### config.mk
export PLATFORM = sky130hd
export DESIGN_NAME = off_request_reset_controller
export DESIGN_NICKNAME = d
export VERILOG_FILES = /design/src/rtl/off_ctrl_pkg.sv /design/src/rtl/off_request_reset_controller.sv
export SDC_FILE = /design/constraint.sdc
export NUM_CORES = 1
export LEC_CHECK = 0
export BUFFER_PORTS_ARGS = -buffer_cell sky130_fd_sc_hd__buf_4
export CAP_MARGIN = 20
export CORE_MARGIN = 1.5
export CORE_UTILIZATION = 50
export CTS_CLUSTER_SIZE = 20
export DETAILED_ROUTE_END_ITERATION = 6
export GPL_ROUTABILITY_DRIVEN = 0
export PLACE_DENSITY = 0.68
export SETUP_SLACK_MARGIN = 0.05
export SLEW_MARGIN = 30
export SYNTH_ARGS = -nofsm -noshare
export SYNTH_HDL_FRONTEND = slang
export SYNTH_SLANG_ARGS = --single-unit
### constraint.sdc
create_clock -name aclk -period 5 [get_ports aclk]
set_input_delay 0.25 -clock aclk [delete_from_list [all_inputs] [get_ports aclk]]
set_output_delay 0.25 -clock aclk [all_outputs]
set_load 0.02 [all_outputs]
### src/rtl/off_ctrl_pkg.sv
// Package of constants and carriers for the off request reset controller
package off_ctrl_pkg;
  // Off source bit positions
  localparam int SRC_LONG_PRESS = 0;
  localparam int SRC_PDN_PIN = 1;
  localparam int SRC_WATCHDOG = 2;
  localparam int SRC_THERMAL = 3;
  localparam int SRC_RESET_IN = 4;
  localparam int SRC_SW_RESET = 5;
  localparam int SRC_SUPPLY_LOW = 6;
  localparam int SRC_CONVERTER = 7;
  // Register byte offsets
  localparam logic [7:0] OFS_DEPTH = 8'h00;
  localparam logic [7:0] OFS_RESTART = 8'h04;
  localparam logic [7:0] OFS_CONFIG = 8'h08;
  localparam logic [7:0] OFS_RAIL = 8'h0C;
  localparam logic [7:0] OFS_STATUS = 8'h10;
  // Config field positions
  localparam int CFG_DLY_LO = 0;
  localparam int CFG_AUTO_ON = 2;
  localparam int CFG_PIN_FAST = 3;
  localparam int CFG_THERM_FAST = 4;
  localparam int CFG_WD_HOLD = 5;
  localparam int CFG_DEVICE_ON_BIT = 6;
  localparam int CFG_SW_RESET = 7;
  // Reset values
  localparam logic [7:0] RST_DEPTH = 8'h7D;
  localparam logic [7:0] RST_RESTART = 8'h24;
  localparam logic [7:0] RST_CONFIG = 8'h00;
  localparam logic [31:0] RST_RAIL = 32'h0000_0000;
  // Timing
  localparam int CLK_HZ = 10_000_000;
  localparam int SLOT_US = 550;
  localparam int SLOT_CYC = SLOT_US * (CLK_HZ / 1_000_000);
  localparam int RAILS = 15;
  localparam int DLY_UNIT_US = 1000;
  localparam int DLY_UNIT_CYC = DLY_UNIT_US * (CLK_HZ / 1_000_000);
  // Power-up slot of each rail, in 550 us units, step 1 at 0.55 ms, last 7.15 ms
  localparam logic [15*4-1:0] UP_SLOTS = 60'hDDC_BA99_7555_4211;
  localparam logic [1:0] RESP_OKAY = 2'h0;
  localparam logic [1:0] RESP_SLVERR = 2'h2;

  typedef enum logic [5:0] {
    ST_OFF = 6'h01,
    ST_UP = 6'h02,
    ST_ACTIVE = 6'h04,
    ST_SLEEP = 6'h08,
    ST_DELAY = 6'h10,
    ST_DOWN = 6'h20
  } pstate_e;

  typedef struct packed {
    logic [7:0] req;
    logic on_req;
    logic sleep_req;
    logic wake_req;
    logic on_gate;
  } events_s;

  typedef struct packed {
    pstate_e st;
    logic [7:0] depth;
    logic [7:0] restart;
    logic [7:0] cfg;
    logic [31:0] rail;
    logic [RAILS-1:0] en;
    logic [3:0] slot;
    logic [31:0] cnt;
    logic held_depth;
    logic held_restart;
    logic held_fast;
    logic full_rst;
    logic swo_rst;
    logic [7:0] sync1;
    logic [7:0] sync2;
    logic [3:0] ctl1;
    logic [3:0] ctl2;
    logic aw_ok;
    logic w_ok;
    logic [7:0] awaddr;
    logic [31:0] wdata;
    logic [3:0] wstrb;
    logic bvalid;
    logic [1:0] bresp;
    logic rvalid;
    logic [31:0] rdata;
    logic [1:0] rresp;
  } state_s;
endpackage

### src/rtl/off_request_reset_controller.sv
// Off request reset controller with power sequencing and AXI4-Lite registers
//
// The register offsets and the AXI4-Lite slave port are this design's own decisions.
`timescale 1ns/100ps
module off_request_reset_controller #(
  parameter int DLY_UNIT = off_ctrl_pkg::DLY_UNIT_CYC,
  parameter int SLOT = off_ctrl_pkg::SLOT_CYC
) (
  input wire logic aclk,
  input wire logic aresetn,
  input wire logic [7:0] off_src,
  input wire logic on_req,
  input wire logic sleep_req,
  input wire logic wake_req,
  input wire logic on_gate,
  output logic [off_ctrl_pkg::RAILS-1:0] rail_en,
  output logic [2:0] power_state,
  output logic full_hard_reset,
  output logic switch_off_reset,
  output logic watchdog_run,
  input wire logic [7:0] s_axi_awaddr,
  input wire logic s_axi_awvalid,
  output logic s_axi_awready,
  input wire logic [31:0] s_axi_wdata,
  input wire logic [3:0] s_axi_wstrb,
  input wire logic s_axi_wvalid,
  output logic s_axi_wready,
  output logic [1:0] s_axi_bresp,
  output logic s_axi_bvalid,
  input wire logic s_axi_bready,
  input wire logic [7:0] s_axi_araddr,
  input wire logic s_axi_arvalid,
  output logic s_axi_arready,
  output logic [31:0] s_axi_rdata,
  output logic [1:0] s_axi_rresp,
  output logic s_axi_rvalid,
  input wire logic s_axi_rready
);
  off_ctrl_pkg::state_s s_q, s_d;
  off_ctrl_pkg::events_s ev;

  // Byte-lane merge of a write into an old word
  function automatic logic [31:0] merge(input logic [31:0] old, input logic [31:0] nw, input logic [3:0] be);
    logic [31:0] r;
    r = old;
    for (int i = 0; i < 4; i++)
      if (be[i])
        r[i*8 +: 8] = nw[i*8 +: 8];
    return r;
  endfunction

  // Switch-off delay code to cycles; code 0 gives none
  function automatic logic [31:0] delay_cycles(input logic [1:0] code);
    return 32'(code) * 32'(DLY_UNIT);
  endfunction

  // Every off and control pin is seen only through its two synchroniser flops
  assign ev = {s_q.sync2, s_q.ctl2};

  // Rails, resets and read data straight from state flops; power state, watchdog and handshakes are combinational decodes
  assign rail_en = s_q.en;
  assign power_state = {s_q.st == off_ctrl_pkg::ST_SLEEP, s_q.st == off_ctrl_pkg::ST_ACTIVE,
                        s_q.st == off_ctrl_pkg::ST_OFF};
  assign full_hard_reset = s_q.full_rst;
  assign switch_off_reset = s_q.swo_rst;
  assign watchdog_run = (s_q.st == off_ctrl_pkg::ST_ACTIVE) ||
                        (s_q.st == off_ctrl_pkg::ST_SLEEP && !s_q.cfg[off_ctrl_pkg::CFG_WD_HOLD]);
  assign s_axi_awready = !s_q.aw_ok && !s_q.bvalid;
  assign s_axi_wready = !s_q.w_ok && !s_q.bvalid;
  assign s_axi_bvalid = s_q.bvalid;
  assign s_axi_bresp = s_q.bresp;
  assign s_axi_arready = !s_q.rvalid;
  assign s_axi_rvalid = s_q.rvalid;
  assign s_axi_rdata = s_q.rdata;
  assign s_axi_rresp = s_q.rresp;

  ////////////////////////////////////////////////////////////////////////////
  // Next-state logic
  always_comb
  begin
    logic [7:0] hit;
    logic take;
    int src;
    logic [3:0] slot_of;
    logic [31:0] wv;
    logic device_on_bit_set;
    logic fin;
    s_d = s_q;
    hit = 8'h00;
    take = 1'b0;
    src = 0;
    slot_of = 4'h0;
    wv = 32'h0000_0000;
    device_on_bit_set = 1'b0;
    fin = 1'b0;
    s_d.full_rst = 1'b0;
    s_d.swo_rst = 1'b0;
    // Pin synchroniser, first stage read only by the second
    s_d.sync1 = off_src;
    s_d.sync2 = s_q.sync1;
    s_d.ctl1 = {on_req, sleep_req, wake_req, on_gate};
    s_d.ctl2 = s_q.ctl1;
    hit = ev.req;
    hit[off_ctrl_pkg::SRC_SW_RESET] = ev.req[off_ctrl_pkg::SRC_SW_RESET] | s_q.cfg[off_ctrl_pkg::CFG_SW_RESET];
    s_d.cfg[off_ctrl_pkg::CFG_SW_RESET] = 1'b0;

    // Lowest numbered active source wins
    for (int i = 7; i >= 0; i--)
      if (hit[i])
        src = i;

    // Power state machine
    case (s_q.st)
      off_ctrl_pkg::ST_OFF:
      begin
        s_d.en = '0;
        if (ev.on_req && !ev.on_gate)
        begin
          s_d.st = off_ctrl_pkg::ST_UP;
          s_d.slot = 4'h0;
          s_d.cnt = 32'(SLOT);
        end
      end
      off_ctrl_pkg::ST_UP:
      begin
        // Each rail enables once its slot instant is passed
        for (int r = 0; r < off_ctrl_pkg::RAILS; r++)
        begin
          slot_of = off_ctrl_pkg::UP_SLOTS[r*4 +: 4];
          if (slot_of <= s_q.slot)
            s_d.en[r] = 1'b1;
        end
        if (s_q.cnt > 32'h1)
          s_d.cnt = s_q.cnt - 32'h1;
        else if (s_q.slot == 4'hE)
        begin
          s_d.st = off_ctrl_pkg::ST_ACTIVE;
          if (s_q.cfg[off_ctrl_pkg::CFG_AUTO_ON])
            device_on_bit_set = 1'b1;
        end
        else
        begin
          s_d.slot = s_q.slot + 4'h1;
          s_d.cnt = 32'(SLOT);
        end
      end
      off_ctrl_pkg::ST_ACTIVE, off_ctrl_pkg::ST_SLEEP:
      begin
        if (s_q.st == off_ctrl_pkg::ST_ACTIVE && ev.sleep_req)
          s_d.st = off_ctrl_pkg::ST_SLEEP;
        if (s_q.st == off_ctrl_pkg::ST_SLEEP && ev.wake_req)
          s_d.st = off_ctrl_pkg::ST_ACTIVE;
        if (|hit)
        begin
          take = 1'b1;
          s_d.held_depth = s_q.depth[src];
          s_d.held_restart = s_q.restart[src];
          s_d.held_fast = (src == off_ctrl_pkg::SRC_PDN_PIN && s_q.cfg[off_ctrl_pkg::CFG_PIN_FAST]) ||
                          (src == off_ctrl_pkg::SRC_THERMAL && s_q.cfg[off_ctrl_pkg::CFG_THERM_FAST]);
          s_d.cnt = delay_cycles(s_q.cfg[off_ctrl_pkg::CFG_DLY_LO +: 2]);
          // Fast-off skips both delay and ordered shutdown
          if (s_d.held_fast)
          begin
            s_d.en = '0;
            s_d.st = off_ctrl_pkg::ST_DOWN;
            s_d.slot = 4'h0;
            s_d.cnt = 32'h0;
          end
          else if (s_q.st == off_ctrl_pkg::ST_ACTIVE && s_d.cnt != 32'h0)
            s_d.st = off_ctrl_pkg::ST_DELAY;
          else
          begin
            s_d.st = off_ctrl_pkg::ST_DOWN;
            s_d.slot = 4'hE;
            s_d.cnt = 32'(SLOT);
          end
        end
      end
      off_ctrl_pkg::ST_DELAY:
      begin
        // Host keeps running to save context; new requests ignored
        if (s_q.cnt > 32'h1)
          s_d.cnt = s_q.cnt - 32'h1;
        else
        begin
          s_d.st = off_ctrl_pkg::ST_DOWN;
          s_d.slot = 4'hE;
          s_d.cnt = 32'(SLOT);
        end
      end
      off_ctrl_pkg::ST_DOWN:
      begin
        // Reverse order of power-up: latest rails drop first
        for (int r = 0; r < off_ctrl_pkg::RAILS; r++)
        begin
          slot_of = off_ctrl_pkg::UP_SLOTS[r*4 +: 4];
          if (slot_of >= s_q.slot)
            s_d.en[r] = 1'b0;
        end
        if (s_q.cnt > 32'h1)
          s_d.cnt = s_q.cnt - 32'h1;
        else if (s_q.slot != 4'h0)
        begin
          s_d.slot = s_q.slot - 4'h1;
          s_d.cnt = 32'(SLOT);
        end
        else
        begin
          s_d.en = '0;
          fin = 1'b1;
          // Reset domain pulse; full reset covers switch-off domain too
          s_d.full_rst = s_q.held_depth;
          s_d.swo_rst = 1'b1;
          s_d.rail = off_ctrl_pkg::RST_RAIL;
          s_d.cfg[off_ctrl_pkg::CFG_DEVICE_ON_BIT] = 1'b0;
          if (s_q.held_depth)
          begin
            s_d.depth = off_ctrl_pkg::RST_DEPTH;
            s_d.restart = off_ctrl_pkg::RST_RESTART;
            s_d.cfg = off_ctrl_pkg::RST_CONFIG;
          end
          if (s_q.held_restart && !ev.on_gate)
          begin
            s_d.st = off_ctrl_pkg::ST_UP;
            s_d.slot = 4'h0;
            s_d.cnt = 32'(SLOT);
          end
          else
            s_d.st = off_ctrl_pkg::ST_OFF;
        end
      end
      default:
        s_d.st = off_ctrl_pkg::ST_OFF;
    endcase

    ////////////////////////////////////////////////////////////////////////////
    // AXI4-Lite write: address and data in either order
    if (s_axi_awvalid && s_axi_awready)
    begin
      s_d.aw_ok = 1'b1;
      s_d.awaddr = s_axi_awaddr;
    end
    if (s_axi_wvalid && s_axi_wready)
    begin
      s_d.w_ok = 1'b1;
      s_d.wdata = s_axi_wdata;
      s_d.wstrb = s_axi_wstrb;
    end
    if (s_q.aw_ok && s_q.w_ok)
    begin
      s_d.aw_ok = 1'b0;
      s_d.w_ok = 1'b0;
      s_d.bvalid = 1'b1;
      s_d.bresp = off_ctrl_pkg::RESP_OKAY;
      case (s_q.awaddr)
        off_ctrl_pkg::OFS_DEPTH:
        begin
          wv = merge({24'h0, s_q.depth}, s_q.wdata, s_q.wstrb);
          if (!take && !fin)
            s_d.depth = wv[7:0];
        end
        off_ctrl_pkg::OFS_RESTART:
        begin
          wv = merge({24'h0, s_q.restart}, s_q.wdata, s_q.wstrb);
          if (!take && !fin)
            s_d.restart = wv[7:0];
        end
        off_ctrl_pkg::OFS_CONFIG:
        begin
          wv = merge({24'h0, s_q.cfg}, s_q.wdata, s_q.wstrb);
          if (!fin)
            s_d.cfg = wv[7:0];
        end
        off_ctrl_pkg::OFS_RAIL:
          if (!fin) // Reset at end of power-down beats a write
            s_d.rail = merge(s_q.rail, s_q.wdata, s_q.wstrb);
        default:
          s_d.bresp = off_ctrl_pkg::RESP_SLVERR;
      endcase
    end
    if (s_q.bvalid && s_axi_bready)
      s_d.bvalid = 1'b0;
    // Hardware set of device-on wins over a same-cycle write
    if (device_on_bit_set)
      s_d.cfg[off_ctrl_pkg::CFG_DEVICE_ON_BIT] = 1'b1;

    // AXI4-Lite read, data one cycle after the address
    if (s_axi_arvalid && !s_q.rvalid)
    begin
      s_d.rvalid = 1'b1;
      s_d.rresp = off_ctrl_pkg::RESP_OKAY;
      case (s_axi_araddr)
        off_ctrl_pkg::OFS_DEPTH: s_d.rdata = {24'h0, s_q.depth};
        off_ctrl_pkg::OFS_RESTART: s_d.rdata = {24'h0, s_q.restart};
        off_ctrl_pkg::OFS_CONFIG: s_d.rdata = {24'h0, s_q.cfg};
        off_ctrl_pkg::OFS_RAIL: s_d.rdata = s_q.rail;
        off_ctrl_pkg::OFS_STATUS: s_d.rdata = {7'h00, s_q.st, s_q.slot, s_q.en};
        default:
        begin
          s_d.rdata = 32'h0000_0000;
          s_d.rresp = off_ctrl_pkg::RESP_SLVERR;
        end
      endcase
    end
    else if (s_q.rvalid && s_axi_rready)
      s_d.rvalid = 1'b0;
  end

  ////////////////////////////////////////////////////////////////////////////
  // State register, synchronous reset
  always_ff @(posedge aclk)
  begin
    if (!aresetn)
    begin
      s_q <= '0;
      s_q.st <= off_ctrl_pkg::ST_OFF;
      s_q.depth <= off_ctrl_pkg::RST_DEPTH;
      s_q.restart <= off_ctrl_pkg::RST_RESTART;
      s_q.cfg <= off_ctrl_pkg::RST_CONFIG;
      s_q.rail <= off_ctrl_pkg::RST_RAIL;
    end
    else
      s_q <= s_d;
  end
endmodule

## After elaboration in Yosys (flattened, before gate mapping)

Cells that the tools add are included.

| operators by class | value |
|---|---|
| add/sub/neg operators | 3 |
| multiply operators | 1 |
| div/mod/pow operators | 0 |
| $lt $le $gt $ge | 22 |
| equality and inequality tests | 48 |
| shifts and indexed selects | 0 |
| muxes and demuxes | 98 |
| bitwise gates (word level) | 3 |
| reduce and logical (&&, ||, !) cells | 56 |

Operator list:

| cell | number |
|---|---|
| two-way mux 32 bit | 12 |
| two-way mux 36 bit | 6 |
| one-hot mux 36 bit (5 select lines) | 1 |
| one-hot mux 32 bit (5 select lines) | 1 |
| two-way mux 56 bit | 2 |
| two-way mux 81 bit | 1 |
| two-way mux 8 bit | 10 |
| two-way mux 77 bit | 1 |
| one-hot mux 15 bit (4 select lines) | 1 |
| two-way mux 54 bit | 1 |
| two-way mux 6 bit | 9 |
| two-way mux 1 bit | 42 |
| AND reduction 4 bit | 10 |
| inequality test 2 bit (second input constant) | 18 |
| inequality test 4 bit (second input constant) | 9 |
| equality test 32 x 2 -> 1 bit (second input constant) | 1 |
| equality test 32 x 3 -> 1 bit (second input constant) | 1 |
| equality test 8 x 4 -> 1 bit (second input constant) | 4 |
| > comparator 32 x 1 -> 1 bit (second input constant) | 1 |
| less-than comparator 32 x 5 -> 1 bit (second input constant) | 1 |
| subtractor 32 x 1 -> 32 bit (second input constant) | 1 |
| one-hot mux 6 bit (5 select lines) | 1 |
| two-way mux 24 bit | 1 |
| greater-or-equal comparator 4 bit (first input constant) | 5 |
| 46 further kinds | 91 |

| word-level totals | value |
|---|---|
| flip-flop bits (word level) | 226 |
| latch bits | 0 |
| memory bits (writable) | 0 |
| memory bits (read-only) | 0 |
| bits of input ports | 71 |
| output and inout port bits | 62 |
| memories | 0 |

## Longest topological paths before layout

| logic depth | value |
|---|---|
| word-level depth | 14 |
| depth in mapped cells | 11 |
| gate-level depth less buffers | 9 |

## Least setup slack after synthesis

Ideal clock, no wire load.

| path | value |
|---|---|
| path kind | flip-flop to flip-flop |
| from | register s_q[140] (netlist bit) |
| to | register s_q[134] (netlist bit) |
| setup time | 115 ps |
| arrival time | 2252 ps |
| data required time | 4885 ps |
| slack | 2634 ps |
| cell stages (with the launch flop) | 9 |
| buffers on the path | 2 |
| cell sequence | dfxtp_1 or4_4 nor4_4 nand4_4 and2_4 buf_6 o31ai_4 buf_6 nor2_1 |

| on the way | value |
|---|---|
| cells in the longest elaborated chain, start to end | 3 |
| elaborated cells on any way between the ends | 8 |
| those cells by class | order compare: 1; eq/ne: 2; mux: 4; reduce/logical: 1 |

RTL lines:

| what | line | text |
|---|---|---|
| start: declaration | off_request_reset_controller.sv:39 | `off_ctrl_pkg::state_s s_q, s_d;` |
| > comparator 32 x 1 -> 1 bit (*) | off_request_reset_controller.sv:133, off_request_reset_controller.sv:182, off_request_reset_controller.sv:200 |  |
| inequality test 4 bit (no source line) (tied with other cells) | - |  |
| AND reduction 5 bit (no source line) or one-hot mux 36 bit (5 select lines) (tied branches) | - |  |

Every way passes the cells marked *; elsewhere a longest branch is shown, timed or not.
A chain may end at the register's enable or synchronous reset.

## Final worst setup path

| path | value |
|---|---|
| from | register s_q[121] (netlist bit) |
| to | register s_q[167] (netlist bit) |

| on the way | value |
|---|---|
| cells in the longest elaborated chain, start to end | 6 |
| elaborated cells on any way between the ends | 9 |
| those cells by class | order compare: 1; eq/ne: 1; mux: 7 |

RTL lines:

| what | line | text |
|---|---|---|
| > comparator 32 x 1 -> 1 bit (*) | off_request_reset_controller.sv:200 | `if (s_q.cnt > 32'h1)` |
| two-way mux 81 bit or two-way mux 1 bit (tied branches) | off_request_reset_controller.sv:200 |  |
| two-way mux 56 bit or two-way mux 1 bit (tied branches) | off_request_reset_controller.sv:113 | `case (s_q.st)` |
| two-way mux 32 bit | off_request_reset_controller.sv:275 | `if (!fin)` |
| two-way mux 32 bit | off_request_reset_controller.sv:255 | `case (s_q.awaddr)` |
| two-way mux 56 bit | off_request_reset_controller.sv:249 | `if (s_q.aw_ok && s_q.w_ok)` |

Every way passes the cells marked *; elsewhere a longest branch is shown, timed or not. The select of a mux whose other input is x is not followed.

==> summary.md <==
| Metric | Value |
|---|---|
| Status | `completed` |
| CP arrival | `3460 ps` |
| Sequential Area | `4460 um^2` |
| Clock sink count | `223` |
| Vias in the first global route | `8368` |
| Async set-reset flop share out of synthesis | `0` |
| Critical Path Max Stage Delay | `600 ps` |
| Slew margin rel. | `0.277` |
| # resized after CTS | `0` |
| CTS Buffer Depth | `3` |
| Die ar. | `21800 um^2` |
| CTS clk-pin slew, worst paths | `60 ps` |
| Vias per Instance | `5.62` |
| Hold Vio Cnt, Final | `0` |
| Setup ws final | `1920 ps` |
| Most frequent cell after synthesis | `dfxtp_1` |
| Peak supply drop | `0.301 mV` |
| RSZ-0062 raised after global routing | `false` |
| Worst Tran Pin Value | `1070 ps` |
| N_diodes | `0` |
| Crit Path Class | `reg2reg` |
| Die X | `148 um` |
| Final setup viols | `0` |
| Ys Warns | `0` |
| Post-layout instance area | `12400 um^2` |
| F_max | `325 MHz` |
| Cell Area, Synth | `10500 um^2` |
| Layout cells sized above 1 | `0.168` |
| Vias | `8831` |
| Top FF cell, synth | `dfxtp_1` |
| Power Dens Cells | `394 nW/um^2` |
| Placed cells | `1486` |
| Slew Viols, Final | `0` |
| Register area share after synthesis | `0.426` |
| Ports | `133` |
| Antenna Nets Post-Route | `0` |
| Placed cell area | `11200 um^2` |
| Min Tclk post-route | `3080 ps` |
| WP data required | `5380 ps` |
| DR pass1 iterations | `7` |
| Detail Placement HPWL | `18200 um` |
| Die height | `148 um` |
| Pin count of the biggest net entering global routing | `96` |
| Share of the synthesized area in the top cell type | `0.426` |
| DRT Wirelength | `26800 um` |
| EDFF count, synth | `0` |
| Clock Skew | `16.3 ps` |
| Fillers | `1795` |
| Slowest-stage cell, CP | `nor4_1` |
| Fin nets | `1365` |
| Remaining DRCs | `0` |
| Avg WL per Cell | `17.1 um` |
| Setup TNS Final | `0 ps` |
| Yosys top cell by area | `dfxtp_1` |
| Worst skew pair latency | `520 ps` |
| Cell variety after synth | `74` |
| Setup bufs post-CTS | `0` |
| Largest cells by area after synthesis | `dfxtp_1 (43%), mux2i_1 (6.0%), nand2_1 (5.8%)` |
| CP bufs+invs | `1` |
| Initial core utilization | `0.513` |
| CTS tree | `yes` |
| Initial antenna violation count | `0` |
| CP top delay family | `simple AND/OR/NAND/NOR gates` |
| Rows | `52` |
| Tcrit/Tclk final | `0.616` |
| Crit Path Max Fanout | `20` |
| First-pass GRT wire length | `43200 um` |
| Port Buffers | `130` |
| Overflow after GRT | `0` |
| Fin cells | `1572` |
| Syn-to-layout area delta | `18.5%` |
| Total GRT Usage | `0.243` |
| Post-Place Setup Slack | `1910 ps` |
| Avg Cell Area, Syn | `8.78 um^2` |
| Crit path capture type | `register` |
| TritonCTS Buffers | `24` |
| Leak | `5.09 nW` |
| Area of the multi-input gates | `5250 um^2` |
| H-Tree Depth | `1` |
| Max Cap Viol | `0` |
| Register bit total from synthesis | `223` |
| Worst path cell trace | `nor4_1 > and2b_2 > and4_1 > nand3_1 > nand2_1 > buf_4 > nor2_1` |
| Classification of the worst-slack hold path | `in2reg` |
| Core area | `20400 um^2` |
| Top post-synthesis cells by count | `dfxtp_1 (223), nand2_1 (161), nor2_1 (107)` |
| CP Launch Type | `register` |
| Final core utilization | `0.608` |
| Root buf cell | `clkbuf_16` |
| Iter 0 DRT Violations | `814` |
| Cells after synthesis | `1194` |
[layout by cell type (no fill, tap or decap), types with 39 or more instances in the layout]
| cell | count |
|---|---|
| dfxtp_1 | 223 |
| mux2i_1 | 63 |
| nand2_1 | 161 |
| buf_4 | 138 |
| a21boi_0 | 51 |
| o21ai_0 | 48 |
| nor2_1 | 107 |
| a21oi_1 | 39 |
| dlygate4sd3_1 | 42 |
[power breakdown]
group	total [mW]	internal (mW)	switching, mW
registers	1.95	1.86	0.0920
logic	1.07	0.411	0.660
clock network	1.88	1.13	0.744
total	4.90	3.40	1.50
[layer usage]
metal / up-vias / wire, um / track usage
met5: - / 0 / 0
met4: 0 / 616 / 0.0782
met3: 45 / 1670 / 0.0367
met2: 287 / 12400 / 0.400
met1: 4169 / 12100 / 0.326
li1: 4330 / - / -
[worst reg2reg max path, delay by kind of cell, from the launching register on]
kind	cells	cell delay (ps)
buffers and inverters	1	420
and+or+nand+nor	6	2180
DFF	1	360
[through the flow]
| step | total power [mW] | hold WS [ps] |
|---|---|---|
| after detailed placement | 3.02 | 419 |
| final | 4.90 | 3.00 |
| after global placement | 3.01 | 417 |
| after CTS | 4.92 | 1.43 |
| after floorplan | 2.75 | 377 |
| after global routing | 5.14 | 2.32 |
[flip-flops by register name (all words and copies together), names as in the netlist]
register	count
s_q	146
s_axi_bresp	1
full_hard_reset	1
s_axi_rresp	1
ev	12
s_axi_bvalid	1
s_axi_rvalid	1
s_d	12
s_axi_rdata	32
rail_en	15
switch_off_reset	1
[timing repair]
item,4_1_cts,5_1_grt
setup endpoints to repair,0,0
hold buffers,42,0
hold endpoints to repair,41,0
[area by class of cell]
class,count,share of cell area
Clock buffer,30,0.0551
Inverter,18,0.00544
Clock inverter,14,0.0132
Timing Repair Buffer,181,0.118
Tap cell,270,0.0272
Sequential cell,223,0.359
Multi-Input combinational cell,836,0.422
[final timing paths]
path,to,slack (ps),depth (start not counted),from
worst max-delay path,s_q[167],1920,7,s_q[121]
worst min-delay path,s_q[68],3,3,s_axi_wdata[26]
worst max register to register,s_q[167],1920,7,s_q[121]
worst min register to register,ev[4],430,1,s_d[92]
[cell families (layout without fill, tap and decap cells)]
| family | Yosys count | after routing | synth area share |
|---|---|---|---|
| other | 1 | 2 | 0.000358 |
| AND/OR/NAND/NOR | 479 | 479 | 0.234 |
| XOR/XNOR | 27 | 27 | 0.0226 |
| AO/OA/AOI/OAI | 253 | 253 | 0.169 |
| flip-flops | 223 | 223 | 0.426 |
| multiplexers | 65 | 65 | 0.0623 |
| buffers and inverters | 136 | 243 | 0.0746 |
| adder cells (fa/ha/maj) | 10 | 10 | 0.0119 |
Power figures use the tool's default switching activity.
